<file path="src/usbw_pkg.sv">
// Shared constants for the serial transceiver and its line peer
package usbw_pkg;
    // Core clock and instruction timing
    localparam int CLK_PERIOD_NS = 5;
    localparam int INSTR_CYCLE_NS = 1000;
    localparam int WAKE_DELAY_INSTR = 256;
    localparam int WAKE_HOLD_CYCLES = (WAKE_DELAY_INSTR * INSTR_CYCLE_NS + CLK_PERIOD_NS - 1) / CLK_PERIOD_NS;
    localparam int HOLD_W = 16;
    // Baud chain
    localparam int PSR_W = 5;
    localparam int DIV_W = 11;
    localparam int OVS_ASYNC = 16;
    localparam int OVS_SYNC = 2;
    localparam int PEER_BIT_CYCLES = 16;
    // Wake-up source and edge bit of the receive pin
    localparam int WAKE_PIN_BIT = 3;
    // Frame layout
    localparam int TX_FRAME_W = 12;
    localparam int RX_SHIFT_W = 10;
    localparam int PEER_FRAME_BITS = 11;
    localparam logic [1:0] CHL_EIGHT = 2'h0;
    localparam logic [1:0] CHL_SEVEN = 2'h1;
    localparam logic [1:0] CHL_NINE = 2'h2;
    localparam logic [1:0] CHL_LOOP = 2'h3;
    localparam logic [TX_FRAME_W-1:0] TX_ALL_ONES = 12'hfff;
endpackage
</file>
<file path="src/usbw_link_if.sv">
// Serial line between the transceiver and its peer
`timescale 1ns/1ps
`default_nettype none
interface usbw_link_if;
    logic deviceTx;
    logic peerTx;
    logic bitClk;
    modport device (output deviceTx, output bitClk, input peerTx);
    modport peer (input deviceTx, input bitClk, output peerTx);
endinterface
`default_nettype wire

</file>
<file path="src/usbw_device.sv">
// Serial transceiver with baud chain, low-power reinit, loopback and address-wait receive
// Overview of operation
// - Async mode: 16x clock, baud=Fc/(16*N*P)
// - Sync mode: final divide by two
// - Software programs divisor minus one
// - Low-power entry: tx empty, clear status
// - Low-power: tx shift all ones, tx and rx buffers emptied
// - Software enables rx-pin falling-edge wake-up
// - Crystal wake: hold execution 256 instruction cycles
// - Both length bits: tx looped into rx
// - Loopback uses nine-bit frame, no parity
// - Software sets address wait, nine bits
// - Ninth bit one marks an address
// - Address wait discards until address, then full
// - Accepted address clears address wait
// - Software re-arms or leaves address wait
// - Ninth bits: tx from control, rx readable
// - Bit operation on status clears errors
// - Low zero, high one: nine bits, no parity
// - Prescaler code zero stops the clock
// - Rx interrupt while not empty and enabled
`timescale 1ns/1ps
`default_nettype none
module usbw_device #(
    parameter int WAKE_HOLD_CYCLES = usbw_pkg::WAKE_HOLD_CYCLES
) (
    // Clock and reset
    input wire logic mclk,
    input wire logic rst_n,
    // Line
    usbw_link_if.device link,
    // Baud and frame configuration
    input wire logic [usbw_pkg::PSR_W-1:0] prescalerSel,
    input wire logic [usbw_pkg::DIV_W-1:0] baudDivisor,
    input wire logic syncMode,
    input wire logic charLenSelLo,
    input wire logic charLenSelHi,
    input wire logic parityEnable,
    input wire logic parityOdd,
    input wire logic twoStopBits,
    // Transmit holding buffer
    input wire logic txValid,
    output logic txReady,
    input wire logic [7:0] txData,
    input wire logic txNinthBit,
    // Receive buffer
    output logic rxValid,
    input wire logic rxReady,
    output logic [7:0] rxData,
    output logic rxNinthBit,
    // Receive control and status
    input wire logic addressWaitSet,
    input wire logic addressWaitClear,
    output logic addressWaitMode,
    input wire logic rxStatusBitOp,
    output logic frameError,
    output logic parityError,
    output logic overrunError,
    input wire logic rxIrqEnable,
    output logic rxIrq,
    // Low power and wake-up
    input wire logic lowPowerEnter,
    input wire logic crystalOsc,
    input wire logic [7:0] wakeupEnableReg,
    input wire logic [7:0] wakeupEdgeReg,
    output logic asleep,
    output logic wakeRequest,
    output logic execHold
);
    typedef struct packed {
        logic [5:0] psAcc;
        logic [usbw_pkg::DIV_W-1:0] divCnt;
        logic clkOut;
        logic pinS1;
        logic pinS2;
        logic pinPrev;
        logic rxPrev;
        logic [7:0] txHold;
        logic tx9Hold;
        logic txEmpty;
        logic [usbw_pkg::TX_FRAME_W-1:0] txShift;
        logic [3:0] txLeft;
        logic [3:0] txPhase;
        logic [usbw_pkg::RX_SHIFT_W-1:0] rxShift;
        logic [3:0] rxPhase;
        logic [3:0] rxIdx;
        logic rxActive;
        logic [1:0][8:0] fifo;
        logic wrPtr;
        logic rdPtr;
        logic [1:0] count;
        logic frameErr;
        logic parityErr;
        logic overrunErr;
        logic addrWait;
        logic asleep;
        logic [usbw_pkg::HOLD_W-1:0] holdCnt;
        logic wakePulse;
    } usbw_dev_s;

    usbw_dev_s st;
    usbw_dev_s next_st;

    logic [1:0] charLen;
    logic nineBit;
    logic sevenBit;
    logic parityOn;
    logic [3:0] nData;
    logic [3:0] ovs;
    logic [3:0] half;
    logic baudTick;
    logic rxIn;
    logic [9:0] word;
    logic [usbw_pkg::RX_SHIFT_W-1:0] aligned;
    logic [3:0] rxLast;
    logic push;
    logic pop;
    logic sampleBit;

    assign charLen = {charLenSelHi, charLenSelLo};
    assign nineBit = charLen[1];
    assign sevenBit = (charLen == usbw_pkg::CHL_SEVEN);
    assign parityOn = parityEnable && !nineBit;
    assign nData = nineBit ? 4'h9 : (sevenBit ? 4'h7 : 4'h8);
    // sixteen or two ticks per bit
    assign ovs = syncMode ? 4'(usbw_pkg::OVS_SYNC - 1) : 4'(usbw_pkg::OVS_ASYNC - 1);
    assign half = syncMode ? 4'h0 : 4'(usbw_pkg::OVS_ASYNC / 2 - 1);
    assign rxIn = (charLen == usbw_pkg::CHL_LOOP) ? st.txShift[0] : st.pinS2;
    assign rxLast = 4'(nData + {3'h0, parityOn} + 4'h1);

    assign txReady = st.txEmpty;
    assign rxValid = (st.count != 2'h0);
    assign rxData = st.fifo[st.rdPtr][7:0];
    assign rxNinthBit = st.fifo[st.rdPtr][8];
    assign addressWaitMode = st.addrWait;
    assign frameError = st.frameErr;
    assign parityError = st.parityErr;
    assign overrunError = st.overrunErr;
    assign rxIrq = rxValid && rxIrqEnable;
    assign asleep = st.asleep;
    assign wakeRequest = st.wakePulse;
    assign execHold = (st.holdCnt != '0);
    assign link.deviceTx = st.txShift[0];
    assign link.bitClk = st.clkOut;

    always_comb begin
        next_st = st;
        baudTick = 1'b0;
        push = 1'b0;
        sampleBit = 1'b0;
        word = '0;
        aligned = '0;
        pop = rxValid && rxReady;
        next_st.pinS1 = link.peerTx;
        next_st.pinS2 = st.pinS1;
        next_st.pinPrev = st.pinS2;
        next_st.rxPrev = rxIn;
        next_st.wakePulse = 1'b0;

        if (prescalerSel == '0) begin
            next_st.psAcc = '0;
            next_st.divCnt = '0;
        end else if (st.psAcc + 6'h2 >= {1'b0, prescalerSel} + 6'h1) begin
            next_st.psAcc = st.psAcc + 6'h2 - {1'b0, prescalerSel} - 6'h1;
            // divide by programmed value plus one
            if (st.divCnt == baudDivisor) begin
                next_st.divCnt = '0;
                baudTick = 1'b1;
            end else begin
                next_st.divCnt = st.divCnt + 1'b1;
            end
        end else begin
            next_st.psAcc = st.psAcc + 6'h2;
        end
        // bit clock out is tick divided by two
        if (baudTick && syncMode) begin
            next_st.clkOut = !st.clkOut;
        end

        // Transmitter
        if (txValid && st.txEmpty) begin
            next_st.txHold = txData;
            next_st.tx9Hold = txNinthBit;
            next_st.txEmpty = 1'b0;
        end
        if (st.txLeft != 4'h0) begin
            if (baudTick) begin
                if (st.txPhase == ovs) begin
                    next_st.txPhase = 4'h0;
                    next_st.txShift = {1'b1, st.txShift[usbw_pkg::TX_FRAME_W-1:1]};
                    next_st.txLeft = st.txLeft - 4'h1;
                end else begin
                    next_st.txPhase = st.txPhase + 4'h1;
                end
            end
        end else if (!st.txEmpty) begin
            if (nineBit) begin
                word = {1'b1, st.tx9Hold, st.txHold};
            end else if (sevenBit) begin
                word = {2'h3, (^st.txHold[6:0]) ^ parityOdd | !parityOn, st.txHold[6:0]};
            end else begin
                word = {1'b1, (^st.txHold) ^ parityOdd | !parityOn, st.txHold};
            end
            next_st.txShift = {1'b1, word, 1'b0};
            next_st.txLeft = 4'(nData + {3'h0, parityOn} + 4'h2 + {3'h0, twoStopBits});
            next_st.txPhase = 4'h0;
            next_st.txEmpty = 1'b1;
        end

        if (rxStatusBitOp) begin
            next_st.frameErr = 1'b0;
            next_st.parityErr = 1'b0;
            next_st.overrunErr = 1'b0;
        end
        if (addressWaitClear) begin
            next_st.addrWait = 1'b0;
        end

        // start on falling edge, sample at centre
        if (!st.rxActive) begin
            if (st.rxPrev && !rxIn) begin
                next_st.rxActive = 1'b1;
                next_st.rxPhase = 4'h0;
                next_st.rxIdx = 4'h0;
            end
        end else if (baudTick) begin
            next_st.rxPhase = (st.rxPhase == ovs) ? 4'h0 : st.rxPhase + 4'h1;
            if (st.rxPhase == ovs) begin
                next_st.rxIdx = st.rxIdx + 4'h1;
            end
            sampleBit = (st.rxPhase == half);
        end
        if (sampleBit) begin
            if (st.rxIdx == 4'h0) begin
                next_st.rxActive = !rxIn;
            end else begin
                next_st.rxShift = {rxIn, st.rxShift[usbw_pkg::RX_SHIFT_W-1:1]};
            end
            if (st.rxIdx == rxLast) begin
                next_st.rxActive = 1'b0;
                aligned = next_st.rxShift >> (4'(usbw_pkg::RX_SHIFT_W) - rxLast);
                word = {1'b0, nineBit ? aligned[8] : 1'b0, sevenBit ? {1'b0, aligned[6:0]} : aligned[7:0]};
                if (!rxIn) begin
                    next_st.frameErr = 1'b1;
                end
                if (parityOn && ((^aligned[rxLast-4'h2 -: 8] ^ (sevenBit & ~aligned[7])) != parityOdd)) begin
                    next_st.parityErr = 1'b1;
                end
                // discard data while waiting for address
                if (nineBit && st.addrWait && !word[8]) begin
                    push = 1'b0;
                end else if (st.count == 2'h2 && !pop) begin
                    next_st.overrunErr = 1'b1;
                end else begin
                    push = 1'b1;
                    next_st.fifo[st.wrPtr] = word[8:0];
                    next_st.wrPtr = !st.wrPtr;
                end
                // ninth bit one is an address
                if (nineBit && st.addrWait && word[8]) begin
                    next_st.addrWait = 1'b0;
                end
            end
        end
        if (addressWaitSet) begin
            next_st.addrWait = 1'b1;
        end
        if (pop) begin
            next_st.rdPtr = !st.rdPtr;
        end
        next_st.count = 2'(st.count + {1'b0, push} - {1'b0, pop});

        // idle timer holds execution after crystal wake
        if (st.holdCnt != '0) begin
            next_st.holdCnt = st.holdCnt - 1'b1;
        end
        // wake on falling rx pin when enabled
        if (st.asleep && wakeupEnableReg[usbw_pkg::WAKE_PIN_BIT] && wakeupEdgeReg[usbw_pkg::WAKE_PIN_BIT]
            && st.pinPrev && !st.pinS2) begin
            next_st.asleep = 1'b0;
            next_st.wakePulse = 1'b1;
            if (crystalOsc) begin
                next_st.holdCnt = usbw_pkg::HOLD_W'(WAKE_HOLD_CYCLES);
            end
        end

        if (lowPowerEnter) begin
            next_st.asleep = 1'b1;
            next_st.txEmpty = 1'b1;
            next_st.count = 2'h0;
            next_st.rdPtr = st.wrPtr;
            next_st.frameErr = 1'b0;
            next_st.parityErr = 1'b0;
            next_st.overrunErr = 1'b0;
            next_st.rxActive = 1'b0;
            next_st.txShift = usbw_pkg::TX_ALL_ONES;
            next_st.txLeft = 4'h0;
        end
    end

    always_ff @(posedge mclk or negedge rst_n) begin
        if (!rst_n) begin
            st <= '0;
            st.pinS1 <= 1'b1;
            st.pinS2 <= 1'b1;
            st.pinPrev <= 1'b1;
            st.rxPrev <= 1'b1;
            st.txEmpty <= 1'b1;
            st.txShift <= usbw_pkg::TX_ALL_ONES;
        end else begin
            st <= next_st;
        end
    end
endmodule
`default_nettype wire

</file>
<file path="src/flat_wrapper.sv">
// flat-port wrapper written by rule: the top's interface ports become plain ports
module usbw_device_flat 
#(
    parameter int WAKE_HOLD_CYCLES = usbw_pkg::WAKE_HOLD_CYCLES
)
  (mclk, rst_n, prescalerSel, baudDivisor, syncMode, charLenSelLo, charLenSelHi, parityEnable, parityOdd, twoStopBits, txValid, txReady, txData, txNinthBit, rxValid, rxReady, rxData, rxNinthBit, addressWaitSet, addressWaitClear, addressWaitMode, rxStatusBitOp, frameError, parityError, overrunError, rxIrqEnable, rxIrq, lowPowerEnter, crystalOsc, wakeupEnableReg, wakeupEdgeReg, asleep, wakeRequest, execHold, link_deviceTx, link_bitClk, link_peerTx);
  usbw_link_if link_i ();
  input wire logic mclk;
  input wire logic rst_n;
  input wire logic [usbw_pkg::PSR_W-1:0] prescalerSel;
  input wire logic [usbw_pkg::DIV_W-1:0] baudDivisor;
  input wire logic syncMode;
  input wire logic charLenSelLo;
  input wire logic charLenSelHi;
  input wire logic parityEnable;
  input wire logic parityOdd;
  input wire logic twoStopBits;
  input wire logic txValid;
  output logic txReady;
  input wire logic [7:0] txData;
  input wire logic txNinthBit;
  output logic rxValid;
  input wire logic rxReady;
  output logic [7:0] rxData;
  output logic rxNinthBit;
  input wire logic addressWaitSet;
  input wire logic addressWaitClear;
  output logic addressWaitMode;
  input wire logic rxStatusBitOp;
  output logic frameError;
  output logic parityError;
  output logic overrunError;
  input wire logic rxIrqEnable;
  output logic rxIrq;
  input wire logic lowPowerEnter;
  input wire logic crystalOsc;
  input wire logic [7:0] wakeupEnableReg;
  input wire logic [7:0] wakeupEdgeReg;
  output logic asleep;
  output logic wakeRequest;
  output logic execHold;
  output wire logic [$bits(link_i.deviceTx)-1:0] link_deviceTx;
  output wire logic [$bits(link_i.bitClk)-1:0] link_bitClk;
  input wire logic [$bits(link_i.peerTx)-1:0] link_peerTx;
  assign link_deviceTx = link_i.deviceTx;
  assign link_bitClk = link_i.bitClk;
  assign link_i.peerTx = link_peerTx;
  usbw_device #(.WAKE_HOLD_CYCLES(WAKE_HOLD_CYCLES)) u_core (.mclk(mclk), .rst_n(rst_n), .link(link_i), .prescalerSel(prescalerSel), .baudDivisor(baudDivisor), .syncMode(syncMode), .charLenSelLo(charLenSelLo), .charLenSelHi(charLenSelHi), .parityEnable(parityEnable), .parityOdd(parityOdd), .twoStopBits(twoStopBits), .txValid(txValid), .txReady(txReady), .txData(txData), .txNinthBit(txNinthBit), .rxValid(rxValid), .rxReady(rxReady), .rxData(rxData), .rxNinthBit(rxNinthBit), .addressWaitSet(addressWaitSet), .addressWaitClear(addressWaitClear), .addressWaitMode(addressWaitMode), .rxStatusBitOp(rxStatusBitOp), .frameError(frameError), .parityError(parityError), .overrunError(overrunError), .rxIrqEnable(rxIrqEnable), .rxIrq(rxIrq), .lowPowerEnter(lowPowerEnter), .crystalOsc(crystalOsc), .wakeupEnableReg(wakeupEnableReg), .wakeupEdgeReg(wakeupEdgeReg), .asleep(asleep), .wakeRequest(wakeRequest), .execHold(execHold));
endmodule
</file>
<file path="config.mk">
export PLATFORM = sky130hd
export DESIGN_NAME = usbw_device_flat
export DESIGN_NICKNAME = d
export VERILOG_FILES = /design/src/usbw_pkg.sv /design/src/usbw_link_if.sv /design/src/usbw_device.sv /design/src/flat_wrapper.sv
export SDC_FILE = /design/constraint.sdc
export NUM_CORES = 1
export LEC_CHECK = 0
export BUFFER_PORTS_ARGS = -buffer_cell sky130_fd_sc_hd__buf_2
export CAP_MARGIN = 20
export CELL_PAD_IN_SITES_DETAIL_PLACEMENT = 0
export CELL_PAD_IN_SITES_GLOBAL_PLACEMENT = 1
export CORE_MARGIN = 2
export CORE_UTILIZATION = 48
export CTS_BUF_LIST = sky130_fd_sc_hd__clkbuf_8
export CTS_CLUSTER_DIAMETER = 30
export DETAILED_ROUTE_END_ITERATION = 10
export GPL_ROUTABILITY_DRIVEN = 0
export GPL_TIMING_DRIVEN = 1
export PLACE_DENSITY = 0.9
export REMOVE_ABC_BUFFERS = 1
export SLEW_MARGIN = 10
export SYNTH_ARGS = -nofsm -noshare
export SYNTH_HDL_FRONTEND = slang
export SYNTH_SLANG_ARGS = --single-unit
</file>
<file path="constraint.sdc">
create_clock -name mclk -period 3.9 [get_ports mclk]
set_input_delay 0.585 -clock mclk [delete_from_list [all_inputs] [get_ports mclk]]
set_output_delay 0.585 -clock mclk [all_outputs]
set_load 0.1 [all_outputs]
</file>
==> metrics.md <==
| Metric | Value |
|---|---|
| EDFF count, synth | 0 |
| Worst reg-to-reg setup slack | between 0.15 and 0.2 ns |
| Stages on the worst setup path | 17 |
| Worst-Margin Slew | 0.7254 ns |
| Mapped cell area | 7620 sq um |
| Footprint of the multi-input gates | about 5000 sq um |
| Worst setup SP type | primary input |
| FF-to-FF path depth | 15 |
| Max clock buf depth | 2 |
| Peak VDD IR | 0.3470 mV |
| Register area | 2899 sq um |
| Layout area overhead | 26.70% |
| Global route overflow | 0 |
| Number of buffers added on ports | 64 |
| Nets@finish | 1042 |
| CP Launch Point | charLenSelHi |
| Io pins | 79 |
| Root Buffer | clkbuf_8 |
| Run status | finished, violations left |
| Initial Util | 0.4849 |
| Crit path buffers/inverters | 3 |
| #FFs+latches synth | about 120 |
| DRC violations left | 0 |
| Num CTS Buffers | 17 |
| Netlist cell types | 86 |
| Syn avg cell area | between 9 and 10 sq um |
| # fillers | 1306 |
| Final worst-path cycle share | 1.036 |
| Count of final hold-check violations | 0 |
| Clock Power Share | 0.214 |
| Switching share of power | 0.4059 |
| Detailed Routing Iterations Pass 1 | 6 |
| Via-to-Cell Ratio | approximately 5.6 |
| CP Max Fanout | 9 |
| Share of layout cells above drive strength 1 | 0.3531 |
| Initial antenna violation count | 0 |
| Post-Syn Instances | 798 |
| Crit Path Class | primary input to flop |
| Slew Viols, Final | 0 |
| RSZ-0062 raised after global routing | yes |
| Cell taking the most area after synthesis | dfrtp_1 |
| Antenna Violating Nets Remaining | 0 |
| Core area | 15710 sq um |
| Pre-CTS WS | -0.9369 ns |
| CP endpoint kind | flop |
| Worst reg2reg endpoint | u_core.parityError$_DFF_PN0_ |
| Clock-pin slew on the worst setup and hold paths | 0.07 ns |
| Clk sinks | 115 |
| Main synth FF type | dfrtp_1 |
| Reg power frac | 0.313 |
| Max Clk Rate | 247.6 MHz |
| Synth async-reset ratio | 1.000 |
| RR Startpoint | u_core.st[45]$_DFFE_PN0P_ |
| CTS tree | done |
| Die area | 16900 sq um |
| Max-cap violations | 0 |
| Area contributors post-synth | dfrtp_1 (32%), mux2_2 (6.8%), dfstp_2 (5.9%) |
| Met3 Use GR | 0.05166 |
| Int Pwr | between 0.003 and 0.004 W |
| Row Count | 46 |
| Total number of vias | 6570 |
| Yosys top cell area share | 0.3218 |
| Die height | 130.0 um |
| CP top delay family | compound AO/OA/AOI/OAI gates |
| DRT iter0 DRCs | between 400 and 500 |
| H-tree levels | 4 |
| Min cycle time layout | 4.038 ns |
| Hold_ws | 0.1279 ns |
| GR peak layer | met2 |
| Largest net degree at the start of global routing | 68 |
| Setup ws final | -0.1385 ns |
| Critical Path RT | 4.24 ns |
| Static leakage | 4.395 nW |
| Final setup fails | 1 |
| Met2 Use GR | 0.3856 |
| Hold Path Class | primary input to asynchronous set/reset pin |
| Worst-Skew Late Latency | between 0.4 and 0.5 ns |
| Failing checks | negative setup slack |
| Drt wl/cell | 16.15 um |
| Critical-path cell list | buf_8, or2_4, ha_4, fa_2, buf_6, buf_4, mux2i_1, nand2_1, a32oi_2, a311oi_4, xnor2_2, o221ai_1, a41o_1, and3_1, a221oi_2, nor4_1, a221o_1 |
| First-pass GRT wire length | 30.30 mm |
| Worst relative slew slack | 0.5153 |
| Logic gate share of total power | 0.473 |
| Final WL | 18.99 mm |
| Antenna diode count | 0 |
| Die width | 130.0 um |
| Net switching power | approximately 0.0021 W |
| Crit path DAT | roughly 4.4 ns |
| CP peak stage delay | 0.56 ns |
| Post-CTS Hold Fix Bufs | 0 |
| Final HPWL DP | 13.12 mm |
| Clock skew | 0.01311 ns |
| Setup crit end | u_core.parityError$_DFF_PN0_ |
| Slowest-stage cell, CP | fa_2 |
| P per Cell Area | 540.9 nW/um^2 |
| Ys Warns | 0 |
| GRT Util Overall | 0.2289 |
| Vias in the first global route | 6304 |
| Met1 Use GR | 0.2927 |
| Sequential fraction of the synthesis area | 0.3805 |
per-layer routing:
| layer | routed length, um | share of wire |
|---|---|---|
| met5 | 0 | 0 |
| met4 | 416 | 0.022 |
| met3 | 848 | 0.045 |
| met2 | 9408 | 0.50 |
| met1 | 8318 | 0.44 |
cell usage after synthesis (3+ instances only):
library cell  number
or3_1             10
a22oi_1            3
nor2_1            73
nand3_1           23
xnor2_1           48
mux2i_1            7
ha_1              34
and2_1             9
a311oi_1           4
dfstp_2           17
clkbuf_1          22
a31oi_1            3
nand3b_1           6
nand4_1            8
nor4_1            11
nor4b_1            5
mux2_2            46
a211o_1           16
o22ai_1            3
fa_1               3
a21o_1            10
a211oi_1          10
nand2_1           70
nand2b_1           3
a2111o_1           3
nor2b_1            8
buf_6              3
o21ai_0           31
and3_1            17
buf_1              4
a32oi_1            4
nor3_1            23
a21oi_1           39
or2_2              6
xor2_1            18
nor4bb_1           3
inv_1             36
dfrtp_1           98
metrics by stage:
| stage | utilization | power [W] | setup TNS, ns | std cells | cell area (sq um) |
|---|---|---|---|---|---|
| 2_1_floorplan | - | 0.003176 | -40.08 | 766 | 7471 |
| 3_3_place_gp | 0.5564 | 0.003834 | -10.81 | 1133 | 8742 |
| 3_5_place_dp | 0.5564 | 0.003878 | -13.70 | 1133 | 8742 |
| 4_1_cts | 0.5932 | 0.005076 | -0.07778 | 1169 | 9320 |
| 5_1_grt | 0.6144 | 0.005582 | -0.3361 | 1176 | 9654 |
| 6_report | 0.6144 | 0.005222 | -0.1385 | 1176 | 9654 |
what timing repair did:
item,in CTS,in global routing
hold endpoints to repair,0,0
pin swaps,24,34
resized for setup,33,55
gates cloned,0,1
buffers inserted,4,7
endpoints found under the setup margin,18,20
placed cells by master (no fill, tap or decap), types with 10 or more instances in the layout:
cell	instances
dfrtp_1	98
buf_4	94
nor2_1	67
nand2_1	65
buf_2	62
xnor2_1	46
mux2_2	46
a21oi_1	37
inv_1	32
o21ai_0	29
ha_1	29
nand3_1	22
nor3_1	21
clkbuf_8	17
dfstp_2	17
and3_1	16
a211o_1	16
xor2_1	15
a21o_1	10
or3_1	10
power by group through the flow:
stage / sequential (W) / combinational (W) / clock, W
after floorplan: 0.00165 / 0.00152 / 0
after global placement: 0.00165 / 0.00219 / 0
after detailed placement: 0.00165 / 0.00223 / 0
after CTS: 0.00163 / 0.00230 / 0.00114
after global routing: 0.00167 / 0.00272 / 0.00120
final: 0.00164 / 0.00247 / 0.00112
worst min-delay path by stage:
stage,startpoint,end,cells after the start
global route,rst_n,u_core.st[9]$_DFF_PN0_,1
global placement,u_core.next_st[95]$_DFF_PN1_,u_core.next_st[94]$_DFF_PN1_,0
detailed placement,u_core.next_st[95]$_DFF_PN1_,u_core.next_st[94]$_DFF_PN1_,0
CTS,rst_n,u_core.st[9]$_DFF_PN0_,1
finish,rst_n,u_core.st[9]$_DFF_PN0_,1
floorplan,rst_n,asynchronous set/reset pin,0
area by class of cell:
class | instances | share of cell area
Multi-Input combinational cell | 615 | 0.5034
Sequential cell | 115 | 0.3003
Timing Repair Buffer | 162 | 0.1140
Tap cell | 216 | 0.02799
Clock buffer | 17 | 0.02424
Clock inverter | 15 | 0.01607
Inverter | 36 | 0.01400
kinds of logic (layout without fill, tap and decap cells):
logic type,Yosys count,count (layout),synth area share
flops,115,115,0.3805
xor+xnor,70,70,0.08621
simple gates,290,290,0.1951
buf+inv,68,230,0.03727
fa+ha+maj,37,37,0.06371
compound gates,162,162,0.1522
mux,56,56,0.08506
(Power assumes the default switching activity.)
